File: src/cedc_pkg.sv
/*
 * Constants and carrier types for the extended display control block.
 * Assumes one 10 MHz system clock and an 8-bit indexed I/O register port.
 */
package cedc_pkg;
   // I/O port addresses.
   localparam logic [15:0] PORT_IDX_MONO = 16'h03B4;
   localparam logic [15:0] PORT_DAT_MONO = 16'h03B5;
   localparam logic [15:0] PORT_IDX_COL = 16'h03D4;
   localparam logic [15:0] PORT_DAT_COL = 16'h03D5;
   localparam logic [15:0] PORT_HIDDEN_DAC = 16'h03C6;
   // Register indexes behind the data port.
   localparam logic [7:0] IDX_MISC = 8'h1A;
   localparam logic [7:0] IDX_EXT = 8'h1B;
   localparam logic [7:0] IDX_OVL = 8'h1D;
   localparam logic [7:0] IDX_PART = 8'h25;
   localparam logic [7:0] IDX_ID = 8'h27;
   // Values after reset.
   localparam logic [7:0] RST_MISC = 8'h00;
   localparam logic [7:0] RST_EXT = 8'h00;
   localparam logic [7:0] RST_OVL = 8'h00;
   localparam logic [7:0] RST_HDAC = 8'h00;
   // Writable bits of the overlay mode register.
   localparam logic [7:0] OVL_WR_MASK = 8'h46;
   // Field positions, misc_display_control.
   localparam int MISC_INTERLACE = 0;
   localparam int MISC_DBUF = 1;
   localparam int MISC_OVL_LO = 2;
   localparam int MISC_HBE_LO = 4;
   localparam int MISC_VBE_LO = 6;
   // Field positions, extended_display_controls.
   localparam int EXT_SA16 = 0;
   localparam int EXT_WRAP = 1;
   localparam int EXT_SA17 = 2;
   localparam int EXT_SA18 = 3;
   localparam int EXT_OFS8 = 4;
   localparam int EXT_BLANK = 5;
   localparam int EXT_FPAGE = 6;
   localparam int EXT_BEXT = 7;
   // Field positions, overlay_mode_control and hidden_dac_mode.
   localparam int OVL_SW_LO = 1;
   localparam int OVL_SRC = 6;
   localparam int HDAC_EN555 = 7;
   localparam int HDAC_ALLEXT = 6;
   localparam int HDAC_CLKMODE = 5;
   localparam int HDAC_32K = 4;
   // Address wrap and counter widths.
   localparam logic [18:0] CC_MASK16 = 19'h0FFFF;
   localparam logic [18:0] CC_MASK18 = 19'h3FFFF;
   localparam logic [18:0] CC_MASK19 = 19'h7FFFF;
   localparam logic [19:0] MEM_WRAP_VGA = 20'h3FFFF;
   localparam logic [19:0] MEM_WRAP_FULL = 20'hFFFFF;
   // Family member options.
   localparam logic LARGE_MEMBER = 1'b1;
   // Arbitrary identification and status values.
   localparam logic [5:0] CHIP_ID_CODE = 6'h15;
   localparam logic [7:0] PART_STATUS_VALUE = 8'h00;
   // Buffer depth.
   localparam logic [1:0] BUF_DEPTH = 2'h2;

   typedef enum logic [2:0] {
      CEDC_DAC_VGA, CEDC_DAC_555, CEDC_DAC_565, CEDC_DAC_888,
      CEDC_DAC_PWRDN, CEDC_DAC_GRAY8, CEDC_DAC_RGB332, CEDC_DAC_RSVD
   } cedc_dac_mode_t;

   typedef struct packed {
      logic pal_sel;
      logic [15:0] data;
   } cedc_pix_t;

   typedef struct packed {
      logic [15:0] addr;
      logic wr;
      logic rd;
      logic [7:0] wdata;
   } cedc_io_req_t;
endpackage

File: src/cedc_display_ctrl.sv
/*
 * Extended display control: indexed registers, start address double
 * buffering, interlace and blanking gating, address wrap and the pixel
 * capture path of the palette DAC mode logic.
 * Assumes the base CRTC and sequencer run on sys_clk and feed their
 * strobes here; pixel clock and pixel data arrive asynchronously on pins.
 */
`timescale 1ns/1ps
module cedc_display_ctrl (
   input wire logic sys_clk,
   input wire logic rst,
   input cedc_pkg::cedc_io_req_t io_req,
   output logic [7:0] io_rdata,
   input wire logic [15:0] base_start_addr,
   input wire logic start_low_write,
   input wire logic vsync,
   input wire logic vint_event,
   input wire logic odd_field,
   input wire logic graphics_mode,
   output logic interlace_sync_en,
   output logic interlace_data_en,
   output logic vint_req,
   output logic [18:0] display_start_addr,
   output logic [1:0] hblank_end_ext,
   output logic [1:0] vblank_end_ext,
   output logic font_fast_page,
   input wire logic crtc_blank,
   input wire logic display_enable,
   output logic dac_blank,
   output logic overlay_window_n_o,
   output logic overlay_window_n_oe,
   input wire logic [7:0] row_offset_register,
   output logic [8:0] row_offset,
   input wire logic chain_four_bit,
   input wire logic double_word_mode_bit,
   input wire logic [16:12] host_address,
   input wire logic [6:0] host_offset,
   input wire logic [15:0] crtc_addr,
   input wire logic [19:0] mem_addr_in,
   output logic [18:12] extended_host_address,
   output logic [19:0] mem_addr,
   input wire logic char_load,
   input wire logic char_advance,
   output logic [18:0] character_counter_address,
   input wire logic external_video_enable_n,
   output logic overlay_timing_n,
   output logic ext_dac_select,
   output cedc_pkg::cedc_dac_mode_t dac_mode,
   input wire logic pixel_input_clock,
   input wire logic [7:0] pixel_data,
   output logic capture_ready,
   output logic capture_overrun,
   output cedc_pkg::cedc_pix_t pix_out,
   output logic pix_valid,
   input wire logic pix_ready
);
   typedef struct packed {
      logic [7:0] idx;
      logic [7:0] misc;
      logic [7:0] ext;
      logic [7:0] ovl;
      logic [7:0] hdac;
      logic [7:0] rdata;
      logic pend;
      logic [18:0] shadow;
      logic [18:0] start;
      logic vs_prev;
      logic [18:0] cc;
      logic pclk_s1;
      logic pclk_s2;
      logic pclk_prev;
      logic [7:0] pd_s1;
      logic [7:0] pd_s2;
      logic evid_s1;
      logic evid_s2;
      logic [7:0] lo_byte;
      logic phase;
      logic overrun;
      cedc_pkg::cedc_pix_t b0;
      cedc_pkg::cedc_pix_t b1;
      logic [1:0] cnt;
   } cedc_state_t;

   cedc_state_t st_q;
   cedc_state_t st_d;

   function automatic cedc_pkg::cedc_dac_mode_t cedc_decode(
      input logic [7:0] h);
      cedc_pkg::cedc_dac_mode_t m;
      m = cedc_pkg::CEDC_DAC_RSVD;
      if (!h[cedc_pkg::HDAC_EN555]) begin
         m = cedc_pkg::CEDC_DAC_VGA;
      end else if (!h[cedc_pkg::HDAC_ALLEXT]) begin
         m = cedc_pkg::CEDC_DAC_555;
      end else begin
         unique casez (h[3:0])
            4'h0: m = cedc_pkg::CEDC_DAC_555;
            4'h1: m = cedc_pkg::CEDC_DAC_565;
            4'h5: m = cedc_pkg::CEDC_DAC_888;
            4'b011?: m = cedc_pkg::CEDC_DAC_PWRDN;
            4'h8: m = cedc_pkg::CEDC_DAC_GRAY8;
            4'h9: m = cedc_pkg::CEDC_DAC_RGB332;
            default: m = cedc_pkg::CEDC_DAC_RSVD;
         endcase
      end
      return m;
   endfunction

   logic is_idx_port;
   logic is_dat_port;
   logic is_hdac_port;
   logic vs_rise;
   logic [18:0] new_start;
   logic [18:0] cc_mask;
   logic pclk_rise;
   logic pclk_fall;
   logic is16;
   logic cap_valid;
   logic [15:0] cap_word;
   logic [6:0] xma_sum;
   logic blank_ext_on;
   logic switch_true;
   logic [7:0] dat_rd;
   logic push;
   logic pop;

   assign is_idx_port = (io_req.addr == cedc_pkg::PORT_IDX_COL)
                      || (io_req.addr == cedc_pkg::PORT_IDX_MONO);
   assign is_dat_port = (io_req.addr == cedc_pkg::PORT_DAT_COL)
                      || (io_req.addr == cedc_pkg::PORT_DAT_MONO);
   assign is_hdac_port = (io_req.addr == cedc_pkg::PORT_HIDDEN_DAC);
   assign vs_rise = vsync && !st_q.vs_prev;
   assign pclk_rise = st_q.pclk_s2 && !st_q.pclk_prev;
   assign pclk_fall = !st_q.pclk_s2 && st_q.pclk_prev;

   assign new_start = {st_q.ext[cedc_pkg::EXT_SA18]
                       && cedc_pkg::LARGE_MEMBER,
                       st_q.ext[cedc_pkg::EXT_SA17],
                       st_q.ext[cedc_pkg::EXT_SA16], base_start_addr};

   assign cc_mask = !st_q.ext[cedc_pkg::EXT_WRAP] ? cedc_pkg::CC_MASK16
                  : (cedc_pkg::LARGE_MEMBER ? cedc_pkg::CC_MASK19
                                            : cedc_pkg::CC_MASK18);

   assign dac_mode = cedc_decode(st_q.hdac);
   assign is16 = (dac_mode == cedc_pkg::CEDC_DAC_555)
              || (dac_mode == cedc_pkg::CEDC_DAC_565);

   always_comb begin
      cap_valid = 1'b0;
      cap_word = {8'h00, st_q.pd_s2};
      if (is16) begin
         if (!st_q.hdac[cedc_pkg::HDAC_CLKMODE]) begin
            cap_valid = pclk_fall;
            cap_word = {st_q.pd_s2, st_q.lo_byte};
         end else begin
            cap_valid = pclk_rise && st_q.phase;
            cap_word = {st_q.pd_s2, st_q.lo_byte};
         end
      end else begin
         cap_valid = pclk_rise;
      end
   end

   assign capture_ready = (st_q.cnt != cedc_pkg::BUF_DEPTH);
   assign push = cap_valid && capture_ready;
   assign pop = pix_ready && (st_q.cnt != 2'h0);
   assign pix_valid = (st_q.cnt != 2'h0);
   assign pix_out = st_q.b0;
   assign capture_overrun = st_q.overrun;

   always_comb begin
      unique case (st_q.idx)
         cedc_pkg::IDX_MISC: dat_rd = st_q.misc;
         cedc_pkg::IDX_EXT: dat_rd = st_q.ext;
         cedc_pkg::IDX_OVL: dat_rd = st_q.ovl & cedc_pkg::OVL_WR_MASK;
         cedc_pkg::IDX_PART: dat_rd = cedc_pkg::PART_STATUS_VALUE;
         cedc_pkg::IDX_ID: dat_rd = {cedc_pkg::CHIP_ID_CODE, 2'h0};
         default: dat_rd = 8'h00;
      endcase
   end

   always_comb begin
      st_d = st_q;
      st_d.vs_prev = vsync;
      st_d.pclk_s1 = pixel_input_clock;
      st_d.pclk_s2 = st_q.pclk_s1;
      st_d.pclk_prev = st_q.pclk_s2;
      st_d.pd_s1 = pixel_data;
      st_d.pd_s2 = st_q.pd_s1;
      st_d.evid_s1 = external_video_enable_n;
      st_d.evid_s2 = st_q.evid_s1;
      if (io_req.wr) begin
         if (is_idx_port) begin
            st_d.idx = io_req.wdata;
         end else if (is_hdac_port) begin
            st_d.hdac = io_req.wdata;
         end else if (is_dat_port) begin
            unique case (st_q.idx)
               cedc_pkg::IDX_MISC: st_d.misc = io_req.wdata;
               cedc_pkg::IDX_EXT: st_d.ext = io_req.wdata;
               cedc_pkg::IDX_OVL:
                  st_d.ovl = io_req.wdata & cedc_pkg::OVL_WR_MASK;
               default: st_d.idx = st_q.idx;
            endcase
         end
      end
      if (io_req.rd) begin
         if (is_idx_port) begin
            st_d.rdata = st_q.idx;
         end else if (is_dat_port) begin
            st_d.rdata = dat_rd;
         end else if (is_hdac_port) begin
            st_d.rdata = st_q.hdac;
         end else begin
            st_d.rdata = 8'h00;
         end
      end
      if (st_q.misc[cedc_pkg::MISC_DBUF]) begin
         if (vs_rise && st_q.pend) begin
            st_d.start = st_q.shadow;
            st_d.pend = 1'b0;
         end
         // A write landing on the vsync edge re-arms for the next frame.
         if (start_low_write) begin
            st_d.shadow = new_start;
            st_d.pend = 1'b1;
         end
      end else begin
         st_d.start = new_start;
         st_d.pend = 1'b0;
      end
      if (char_load) begin
         st_d.cc = st_q.start & cc_mask;
      end else if (char_advance) begin
         st_d.cc = (st_q.cc + 19'h00001) & cc_mask;
      end else begin
         st_d.cc = st_q.cc & cc_mask;
      end
      // first byte of a 16-bit pixel
      if (is16 && pclk_rise) begin
         st_d.lo_byte = st_q.pd_s2;
         st_d.phase = st_q.hdac[cedc_pkg::HDAC_CLKMODE] ? !st_q.phase
                                                        : 1'b0;
      end else if (!is16) begin
         st_d.phase = 1'b0;
      end
      // The pixel pin cannot be stalled, so a full buffer flags a loss.
      st_d.overrun = st_q.overrun || (cap_valid && !capture_ready);
      if (pop) begin
         st_d.b0 = st_q.b1;
         st_d.cnt = st_q.cnt - 2'h1;
      end
      if (push) begin
         if ((dac_mode == cedc_pkg::CEDC_DAC_555)
             && st_q.hdac[cedc_pkg::HDAC_32K] && cap_word[15]) begin
            if ((pop ? st_q.cnt - 2'h1 : st_q.cnt) == 2'h0) begin
               st_d.b0 = '{pal_sel: 1'b1, data: {8'h00, cap_word[7:0]}};
            end else begin
               st_d.b1 = '{pal_sel: 1'b1, data: {8'h00, cap_word[7:0]}};
            end
         end else if ((pop ? st_q.cnt - 2'h1 : st_q.cnt) == 2'h0) begin
            st_d.b0 = '{pal_sel: 1'b0, data: cap_word};
         end else begin
            st_d.b1 = '{pal_sel: 1'b0, data: cap_word};
         end
         st_d.cnt = (pop ? st_q.cnt : st_q.cnt + 2'h1);
      end
   end

   always_ff @(posedge sys_clk or posedge rst) begin
      if (rst) begin
         st_q <= '0;
         st_q.misc <= cedc_pkg::RST_MISC;
         st_q.ext <= cedc_pkg::RST_EXT;
         st_q.ovl <= cedc_pkg::RST_OVL;
         st_q.hdac <= cedc_pkg::RST_HDAC;
      end else begin
         st_q <= st_d;
      end
   end

   assign io_rdata = st_q.rdata;
   assign display_start_addr = st_q.start;
   assign character_counter_address = st_q.cc;

   assign interlace_sync_en = st_q.misc[cedc_pkg::MISC_INTERLACE];
   assign interlace_data_en = st_q.misc[cedc_pkg::MISC_INTERLACE]
                           && graphics_mode;
   assign vint_req = vint_event
                  && (!st_q.misc[cedc_pkg::MISC_INTERLACE] || odd_field);
   assign blank_ext_on = st_q.ext[cedc_pkg::EXT_BEXT]
                      || st_q.ext[cedc_pkg::EXT_BLANK];
   assign hblank_end_ext = blank_ext_on ? st_q.misc[5:4] : 2'h0;
   assign vblank_end_ext = blank_ext_on ? st_q.misc[7:6] : 2'h0;
   assign font_fast_page = st_q.ext[cedc_pkg::EXT_FPAGE];
   assign dac_blank = st_q.ext[cedc_pkg::EXT_BLANK] ? !display_enable
                                                    : crtc_blank;
   assign overlay_window_n_oe = st_q.ext[cedc_pkg::EXT_BLANK];
   assign overlay_window_n_o = !crtc_blank;
   assign row_offset = {st_q.ext[cedc_pkg::EXT_OFS8], row_offset_register};

   assign xma_sum = {2'h0, host_address} + host_offset;
   assign extended_host_address = xma_sum;

   always_comb begin
      // wrap at 256K or full size
      mem_addr = mem_addr_in & (st_q.ext[cedc_pkg::EXT_WRAP]
                 ? cedc_pkg::MEM_WRAP_FULL : cedc_pkg::MEM_WRAP_VGA);
      if (st_q.ext[cedc_pkg::EXT_WRAP] && chain_four_bit) begin
         mem_addr[1:0] = {xma_sum[5], xma_sum[4]};
      end else if (st_q.ext[cedc_pkg::EXT_WRAP] && double_word_mode_bit) begin
         mem_addr[1:0] = {crtc_addr[15], crtc_addr[14]};
      end
   end

   assign overlay_timing_n = (st_q.misc[3:2] == 2'h1
                              || st_q.misc[3:2] == 2'h2)
      ? (st_q.ovl[cedc_pkg::OVL_SRC] ? !overlay_window_n_oe
                                       || overlay_window_n_o
                                     : st_q.evid_s2)
      : 1'b1;
   assign switch_true = !overlay_timing_n;
   assign ext_dac_select = (st_q.ovl[2:1] == 2'h0) ? switch_true
                         : (st_q.ovl[2:1] == 2'h1) ? !switch_true : 1'b0;
endmodule

File: config.mk
export PLATFORM = sky130hd
export DESIGN_NAME = cedc_display_ctrl
export DESIGN_NICKNAME = d
export VERILOG_FILES = /design/src/cedc_pkg.sv /design/src/cedc_display_ctrl.sv
export SDC_FILE = /design/constraint.sdc
export NUM_CORES = 1
export LEC_CHECK = 0
export ABC_AREA = 1
export BUFFER_PORTS_ARGS = -buffer_cell sky130_fd_sc_hd__buf_4
export CORE_UTILIZATION = 35
export DETAILED_ROUTE_END_ITERATION = 10
export GPL_TIMING_DRIVEN = 0
export PLACE_DENSITY = 0.6
export SKIP_CTS_REPAIR_TIMING = 1
export SYNTH_ARGS = -nofsm -noshare
export SYNTH_HDL_FRONTEND = slang
export SYNTH_SLANG_ARGS = --single-unit
File: constraint.sdc
create_clock -name sys_clk -period 8.2 [get_ports sys_clk]
set_input_delay 1.64 -clock sys_clk [delete_from_list [all_inputs] [get_ports sys_clk]]
set_output_delay 1.64 -clock sys_clk [all_outputs]
set_load 0.005 [all_outputs]
==> results.tsv, run 1 <==
metric	value	unit
status	finished clean	
routedWlPerCell	13.53	um
finalCritPeriodShare	58.51	%
synth-main-ff-cell	dfrtp_1	
dpl_cell_area	11070	um2
antenna_found_initial	0	
nets	1501	
core_area	25400	um2
multi_input_area	3615	um2
crit_chain	buf_4, ha_1, inv_1, fa_1, o21ai_0, xor2_1, nand2_1, o21ai_0, buf_4	
synth_area	9136	um2
syn_inst	1152	
placementRows	58	
worst-path-max-fanout	2	
fin_tns_setup	0	ns
gp_congestion	0.8831	
die_x	163.6	um
initial_core_util	35.97	%
fin_skew	0.01642	ns
p_leak	5.981	nW
grt_pass1_wl	37.76	mm
end_kind	output pin	
wl	23.18	mm
regArea	4229	um2
remaining_drc_errors	0	
yosys-top-cells-area	dfrtp_1 46%, nand2_1 14%, buf_4 7.5%	
rsz0062_at_grt	no	
die_h	163.6	um
area_growth	27.43	%
syn_area_per_cell	7.931	um2
yosysTopAreaCell	dfrtp_1	
setup_viol	0	
cp.arrival	3.16	ns
drt_first_iter_violations	572	
cap_violations	0	
max_freq	208.4	MHz
netlist.area_leader.share	46.29	%
final_area	11640	um2
io_buffers	198	
drv_slew	0	
layout-drive-gt1-share	27.48	%
min_path_type	reg2reg	
tightest_slew	0.6744	ns
critical_path_class	in2out	
cts_tree	yes	
hpwl	17.39	mm
worstSkewPairLatency	0.44	ns
ir_worst_vdd	0.0001212	V
synth_edf_count	0	
clock_sinks	169	
ant_nets	0	
syn_nets	1283	
cp_slowest_cell	fa_1	
slew_headroom	54.87	%
first_global_vias	7537	
dieArea	26750	um2
yosysSeqAreaShare	46.29	%
io_pins	240	
synth.ff_latch_count	169	
hold_violations	0	
grt_overflow	0	
finalCriticalPeriod	4.798	ns
cp_top_family	adder cells	
cts_max_level	4	
startpoint_type	primary input	
cts-root-buf	clkbuf_16	
path_clk_slew	0.07	ns
synthArstFlopShare	100.0	%
n_fill_cell	2562	
final_cell_mix	350 x nand2_1, 289 x buf_4, 169 x dfrtp_1	
grt_max_degree	87	
vias	8012	
cts_buffers	17	
cts_buffer_depth	2	
synthDistinctLibCells	43	
avgViaCountPerCell	4.677	
n_antenna_cell	0	
grt.total_usage	17.91	%
p_per_area	197.8	nW/um2
dr.pass1.iters	5	
crit_buf_inv	3	
critPathRequiredTime	6.56	ns
slowest_delay	0.40	ns
layout_commonest_cell	nand2_1	
ys_warn_count	0	
-- cells in the mapped netlist (all sizes together) (3+ instances only) --
master    n
dfrtp   169
ha        8
mux2     17
xnor2     3
a22oi     5
o221ai    3
o21a      5
o211ai    8
nand3b    3
or2      10
xor2      6
clkbuf   25
inv     110
buf     105
nor2     61
nand2   357
nand3    82
a21oi    32
nor3      7
nand4     8
o21ai   112
-- per-stage QoR --
stage          utilization (%)  power [W]  hold WS (ns)  std cells  worst slack, ns
2_1_floorplan                -   0.001320        0.3312       1152            1.985
3_3_place_gp             43.45   0.001520        0.3332       1680          -0.1957
3_5_place_dp             43.59   0.001532        0.3347       1681            3.397
4_1_cts                  45.84   0.002325        0.3480       1713            3.387
5_1_grt                  45.84   0.002432        0.3496       1713            3.285
6_report                 45.84   0.002303        0.3454       1713            3.402
-- cell families after synthesis --
| logic type | after synthesis | synth area share (%) |
|---|---|---|
| adder cells (fa/ha/maj) | 9 | 1.315 |
| AND/OR/NAND/NOR | 533 | 24.84 |
| AO/OA/AOI/OAI | 173 | 10.45 |
| buffers and inverters | 242 | 14.15 |
| XOR/XNOR | 9 | 0.8628 |
| flip-flops | 169 | 46.29 |
| multiplexers | 17 | 2.095 |
-- sequential cells by signal (all words and copies together) (netlist names), 3 cells and up --
register / cells
st_d: 11
character_counter_address: 19
new_start: 3
pix_out: 17
display_start_addr: 19
io_rdata: 8
st_q: 87
-- cell type report --
class	instances	share of cell area [%]
Tap cell	330	3.546
Sequential cell	169	36.32
Clock buffer	17	3.654
Clock inverter	15	1.257
Inverter	112	3.675
Timing Repair Buffer	199	13.00
Buffer	130	7.491
Multi-Input combinational cell	741	31.05
-- per-layer routing --
| metal | global-route usage, % | vias to the layer above | routed length (um) |
|---|---|---|---|
| met4 | 5.976 | 0 | 448 |
| met2 | 28.52 | 205 | 10780 |
| met3 | 2.946 | 37 | 913 |
| li1 | - | 4035 | - |
| met1 | 24.64 | 3735 | 11040 |
| met5 | 0 | - | 0 |
-- worst paths after layout --
path	start	slack, ns	cells after the start	to
min in group asynchronous	rst	1.28	2	pix_out[4]
max in group asynchronous	rst	6.11	3	st_q[166]
setup reg to reg	st_q[1]	5.87	12	pix_out[9]
hold / removal	st_d[54]	0.35	0	st_q[54]
hold reg to reg	st_d[54]	0.35	0	st_q[54]
setup / recovery	host_address[12]	3.40	9	mem_addr[0]
-- where the power goes --
group          leakage (nW)  total (W)  internal, W  switching [W]
registers              2.21   0.000938     0.000895      0.0000427
logic                  3.49   0.000576     0.000276       0.000300
clock network         0.276   0.000789     0.000406       0.000384
total                  5.98    0.00230      0.00158       0.000726
Power figures use the tool's default switching activity.
==> run 2: changes to the inputs <==
PLACE_DENSITY = 0.62   (was 0.6)
clock period = 4.2 ns   (was 8.2 ns; I/O delays follow)
==> run 2 against run 1 <==
  * Global-route usage grew 0.46 points
  * Clock-buffer cell count is the same
  * Via count grew 1.1%
  * Non-clock buffer count grew 4
  * Worst setup slack lost 2.4 ns
  * Cell area grew 0.68%
  * Sequential power grew 95%
  * Combinational power grew 96%
  * First-iteration DRC count grew 5.2%
==> results.tsv, run 2 (same netlist as run 1, synthesis figures left out) <==
metric	value	unit	change
status	finished clean		unchanged
core_area	25400	um2	unchanged
antenna_found_initial	0		unchanged
cts-root-buf	clkbuf_16		unchanged
end_kind	output pin		unchanged
p_per_area	387.4	nW/um2	was 197.8 nW/um2
hpwl	18.13	mm	was 17.39 mm
rsz0062_at_grt	no		unchanged
hold_violations	0		unchanged
first_global_vias	7661		was 7,537
drv_slew	0		unchanged
r2r_start	st_q[1]		unchanged
regArea	4229	um2	unchanged
drt_first_iter_violations	602		was 572
finalCritPeriodShare	76.26	%	
largest_register	st_q		unchanged
n_antenna_cell	0		unchanged
rrSetupSlack	1.86	ns	was 5.87 ns
hold_start	st_d[54]		unchanged
remaining_drc_errors	0		unchanged
final_cell_mix	350 x nand2_1, 289 x buf_4, 169 x dfrtp_1		unchanged
wl	23.69	mm	was 23.18 mm
dp.cells	1685		was 1,681
layout-drive-gt1-share	27.69	%	was 27.48%
critPathRequiredTime	3.36	ns	was 6.56 ns
grt_pass1_wl	38.75	mm	was 37.76 mm
r2r_cells	12		unchanged
cts_tree	yes		unchanged
crit_buf_inv	3		unchanged
worst-path-max-fanout	2		unchanged
cap_violations	0		unchanged
gp_congestion	0.8639		was 0.8831
grt.total_usage	18.37	%	was 17.91%
grt_max_degree	40		was 87
routedWlPerCell	13.80	um	was 13.53 um
path_clk_slew	0.06	ns	was 0.07 ns
vias	8102		was 8,012
ir_worst_vdd	0.0002668	V	was 0.0001212 V
slew_headroom	55.28	%	was 54.87%
hold_end	st_q[54]		unchanged
critical_path_class	in2out		unchanged
finalNonFillerCells	1717		was 1,713
grt_overflow	0		unchanged
startpoint_type	primary input		unchanged
avgViaCountPerCell	4.719		was 4.677
max_freq	312.2	MHz	
cp_slowest_cell	fa_1		unchanged
dr.pass1.iters	5		unchanged
p_leak	6.016	nW	was 5.981 nW
layout_commonest_cell	nand2_1		unchanged
whs_path_depth	0		unchanged
initial_core_util	35.97	%	unchanged
worstReg2RegEnd	pix_out[11]		was pix_out[9]
cp.arrival	2.36	ns	was 3.16 ns
finalCriticalPeriod	3.203	ns	
largest_reg_flops	87		unchanged
dieArea	26750	um2	unchanged
crit_chain	buf_4, ha_1, inv_1, fa_1, o21ai_0, xor2_1, nand2_1, o21ai_0, buf_4		unchanged
cts_buffers	17		unchanged
io_pins	240		unchanged
ant_nets	0		unchanged
cts_buffer_depth	2		unchanged
die_x	163.6	um	unchanged
cts_max_level	4		unchanged
tightest_slew	0.6683	ns	was 0.6744 ns
fin_tns_setup	0	ns	unchanged
die_h	163.6	um	unchanged
slowest_delay	0.40	ns	about the same
io_buffers	198		unchanged
n_fill_cell	2573		was 2,562
nets	1505		was 1,501
min_path_type	reg2reg		unchanged
clock_sinks	169		unchanged
worstSkewPairLatency	0.44	ns	about the same
setup_viol	0		unchanged
area_growth	28.29	%	was 27.43%
cp_top_family	adder cells		unchanged
fin_skew	0.01874	ns	was 0.01642 ns
multi_input_area	3615	um2	unchanged
placementRows	58		unchanged
==> run 2: cell count changes in the layout (fill, tap and decap cells not counted), sizes merged <==
cell,before,now
buf,304,308
bufinv,0,1
clkinvlp,2,3
inv,120,118
==> run 2: layer usage <==
| metal | wire length (um) | track usage (%) |
|---|---|---|
| met5 | 0 | 0 |
| met3 | 887 | 2.768 |
| met4 | 370 | 5.976 |
| met2 | 11160 | 29.03 |
| met1 | 11270 | 25.68 |
==> run 2: worst register-to-register path, stage by stage, from the launching register on <==
cell and delay [ns]:
dfrtp_1 0.37, inv_1 0.07, ha_1 0.17, inv_1 0.06
nand2_1 0.10, nand2_1 0.07, o21ai_0 0.10, nor2_1 0.48
clkbuf_1 0.44, nand3_1 0.15, o21ai_0 0.16, nand2_1 0.07
nand2_1 0.05
==> run 2: report_power, final <==
part           internal, W  switching (W)  leakage, nW
logic             0.000545       0.000589         3.52
clock network     0.000843       0.000730        0.283
registers          0.00175      0.0000850         2.21
total              0.00314        0.00140         6.02
==> run 2: how the worst max path moves through the flow <==
| stage | start | end | slack [ns] | depth (start not counted) |
|---|---|---|---|---|
| 5_1_grt | host_address[12] | mem_addr[0] | 0.79 | 9 |
| 3_5_place_dp | host_address[12] | mem_addr[0] | 0.98 | 9 |
| 3_3_place_gp | rst | st_q[173] | 0.04 | 2 |
| 6_report | host_address[12] | mem_addr[0] | 1.0 | 9 |
| 4_1_cts | host_address[12] | mem_addr[0] | 0.98 | 9 |
| 2_1_floorplan | rst | capture_overrun | 1.21 | 1 |
==> run 2: cell type report <==
cell class / instances / share of cell area, %
inverters: 112 / 3.619
clock inverters: 15 / 1.334
multi-input cells: 741 / 30.84
flip-flops and latches: 169 / 36.08
clock buffers: 17 / 3.629
well taps: 330 / 3.523
plain buffers: 130 / 7.440
repair buffers: 203 / 13.54
==> run 2: per-stage QoR <==
stage | hold WS [ns] | cell area, um2 | setup slack, ns | util [%] | total power, W
floorplan | 0.3312 | 9140 | 1.205 | - | 0.002578
global placement | 0.3329 | 11040 | 0.03957 | 43.46 | 0.002966
detailed placement | 0.3363 | 11140 | 0.9829 | 43.86 | 0.003004
CTS | 0.3523 | 11720 | 0.9782 | 46.15 | 0.004590
global route | 0.3554 | 11720 | 0.7866 | 46.15 | 0.004786
finish | 0.3478 | 11720 | 0.9972 | 46.15 | 0.004541
==> run 3: changes to the inputs <==
ABC_AREA = 0   (was 1)
PLACE_DENSITY = 0.6   (was 0.62)
clock period = 3.15 ns   (was 4.2 ns; I/O delays follow)
==> run 3 against run 2 <==
  * Routed wire length down 15%
  * Synthesized cell count down 32%
  * Sequential power up 35%
  * Flip-flop and latch count unchanged
  * First-iteration DRC count down 36%
  * Combinational power about the same
==> results.tsv, run 3 <==
metric	value	unit	change
status	finished clean		unchanged
synth_area	8541	um2	was 9136 um2
ir_worst_vdd	0.0002713	V	was 0.0002668 V
cts_max_level	4		unchanged
dp_slack	0.3516	ns	was 0.9829 ns
whs	0.2237	ns	was 0.3478 ns
synthSimpleGateAreaFrac	12.09	%	was 24.84%
initial_core_util	36.06	%	was 35.97%
r2r_cells	8		was 12
syn_nets	917		was 1,283
drv_slew	0		unchanged
core_area	23680	um2	was 25,400 um2
syn_area_per_cell	10.87	um2	was 7.931 um2
cts_tree	yes		unchanged
wl	20.22	mm	was 23.69 mm
synth_edf_count	0		unchanged
gp_congestion	0.8131		was 0.8639
cp.arrival	2.18	ns	was 2.36 ns
routedWlPerCell	15.08	um	was 13.80 um
finalCritPeriodShare	89.33	%	
worstSkewPairLatency	0.43	ns	was 0.44 ns
first_global_vias	6113		was 7,661
yosys-top-cells-area	dfrtp_1 50%, mux2_2 9.4%, buf_4 8.0%		was dfrtp_1 46%, nand2_1 14%, buf_4 7.5%
p_per_area	513.9	nW/um2	was 387.4 nW/um2
cap_violations	0		unchanged
cp_slowest_cell	fa_1		unchanged
r2r_start	st_q[0]		was st_q[1]
max_freq	355.4	MHz	
dr.pass1.iters	4		was 5
critical_path_class	in2out		unchanged
synth_top_family_by_area	multiplexers		was simple AND/OR/NAND/NOR gates
end_kind	output pin		unchanged
rrSetupSlack	0.67	ns	was 1.86 ns
antenna_found_initial	0		unchanged
finalCriticalPeriod	2.814	ns	
min_path_type	in2async		was reg2reg
cp_top_family	adder cells		unchanged
cp.depth	10		was 9
netlist.area_leader.share	49.52	%	was 46.29%
slowest_delay	0.40	ns	about the same
synth_compound_area_share	10.67	%	was 10.45%
die_x	158.2	um	was 163.6 um
startpoint_type	primary input		unchanged
path_common_cell	buf_4		
largest_register	st_q		unchanged
critPathRequiredTime	2.52	ns	was 3.36 ns
placementRows	56		was 58
hpwl	15.28	mm	was 18.13 mm
crit_chain	buf_4, ha_1, inv_1, fa_1, nor2b_1, o21ai_0, nand2_1, xor2_1, a31o_2, buf_4		was buf_4, ha_1, inv_1, fa_1, o21ai_0, xor2_1, nand2_1, o21ai_0, buf_4
yosysSeqAreaShare	49.52	%	was 46.29%
layout-drive-gt1-share	42.95	%	was 27.69%
remaining_drc_errors	0		unchanged
grt_pass1_wl	32.00	mm	was 38.75 mm
drt_first_iter_violations	383		was 602
syn_inst	786		was 1,152
dieArea	25030	um2	was 26,750 um2
crit_buf_inv	3		unchanged
synth-main-ff-cell	dfrtp_1		unchanged
p_leak	5.298	nW	was 6.016 nW
cts-root-buf	clkbuf_16		unchanged
critPathLaunch	host_address[12]		unchanged
area_growth	30.41	%	was 28.29%
yosys.area_share.adder	1.406	%	was 1.315%
synthArstFlopShare	100.0	%	unchanged
path_clk_slew	0.07	ns	was 0.06 ns
io_pins	240		unchanged
setup_viol	0		unchanged
hold_violations	0		unchanged
worst-path-max-fanout	2		unchanged
largest_reg_flops	87		unchanged
synth_common_cells	169 x dfrtp_1, 91 x buf_4, 71 x mux2_2		was 350 x nand2_1, 169 x dfrtp_1, 108 x inv_1
avgViaCountPerCell	4.755		was 4.719
rsz0062_at_grt	no		unchanged
slew_headroom	45.11	%	was 55.28%
vias	6376		was 8,102
final_cell_mix	290 x buf_4, 169 x dfrtp_1, 71 x mux2_2		was 350 x nand2_1, 289 x buf_4, 169 x dfrtp_1
tightest_slew	0.8234	ns	was 0.6683 ns
cts_buffer_depth	2		unchanged
synth.ff_latch_count	169		unchanged
n_antenna_cell	0		unchanged
fin_skew	0.01361	ns	was 0.01874 ns
synth_mux_area_share	12.99	%	was 2.095%
setup_ws	0.3361	ns	was 0.9972 ns
clock_sinks	169		unchanged
synth-xor-area-share	2.871	%	was 0.8628%
synthDistinctLibCells	63		was 43
grt_max_degree	38		was 40
die_h	158.2	um	was 163.6 um
nets	1140		was 1,505
ant_nets	0		unchanged
yosysTopAreaCell	dfrtp_1		unchanged
io_buffers	199		was 198
worstReg2RegEnd	st_q[18]		was pix_out[11]
cts_buffers	17		unchanged
grt.total_usage	16.66	%	was 18.37%
layout_commonest_cell	buf_4		was nand2_1
grt_overflow	0		unchanged
ys_warn_count	0		unchanged
post-synth-top-count-cell	dfrtp_1		was nand2_1
run 3: changes by cell type in the layout (fill, tap and decap cells not counted), sizes merged, moves of 11 or more:
| cell | change |
|---|---|
| and2 | +12 |
| nor2 | -18 |
| nand2 | -292 |
| a31o | +16 |
| inv | -91 |
| nor2b | +15 |
| a211oi | +12 |
| mux2 | +54 |
| o21ai | -82 |
| mux2i | +31 |
| xnor2 | +11 |
| nand3 | -73 |
| a21oi | +22 |
run 3: kinds of logic after synthesis:
| logic type | Yosys count |
|---|---|
| DFF | 169 |
| AOI/OAI and AO/OA | 144 |
| adders and majority gates | 9 |
| muxes | 102 |
| xor gates and xnor gates | 28 |
| and+or+nand+nor | 193 |
| buffers and inverters | 141 |
run 3: cell type report:
type | instances | area (um2)
tap | 319 | 399.1
clock inverter | 13 | 157.7
inverter | 22 | 86.33
multi-input combinational | 476 | 3418
fill | 2279 | 12540
timing repair buffer | 204 | 1594
buffer | 119 | 810.8
sequential | 169 | 4229
clock buffer | 19 | 442.9
run 3: worst max path at each step:
stage	endpoint	slack (ns)
after floorplan	capture_overrun	0.37
after global placement	st_d[46]	-0.80
after detailed placement	mem_addr[0]	0.35
after CTS	mem_addr[0]	0.34
after global routing	mem_addr[0]	0.18
final	mem_addr[0]	0.34
run 3: routing by layer:
metal  global-route usage (%)  share of wire, %
met4                    5.037               1.4
met3                    3.203               4.8
met2                    25.86                47
met5                        0                 0
met1                    23.42                47
run 3: stage by stage:
stage,util [%],cells,cell area (um2),TNS [ns],power (W)
after floorplan,-,786,8544,0,0.003139
after global placement,44.07,1304,10440,-133.38,0.003609
after detailed placement,44.49,1309,10540,0,0.003642
after CTS,47.03,1341,11140,0,0.005794
after global routing,47.03,1341,11140,0,0.006014
final,47.03,1341,11140,0,0.005724
run 3: power breakdown:
group          total, W  switching (W)  internal (W)
clock network   0.00213       0.000916       0.00121
logic           0.00112       0.000501      0.000620
registers       0.00247       0.000128       0.00234
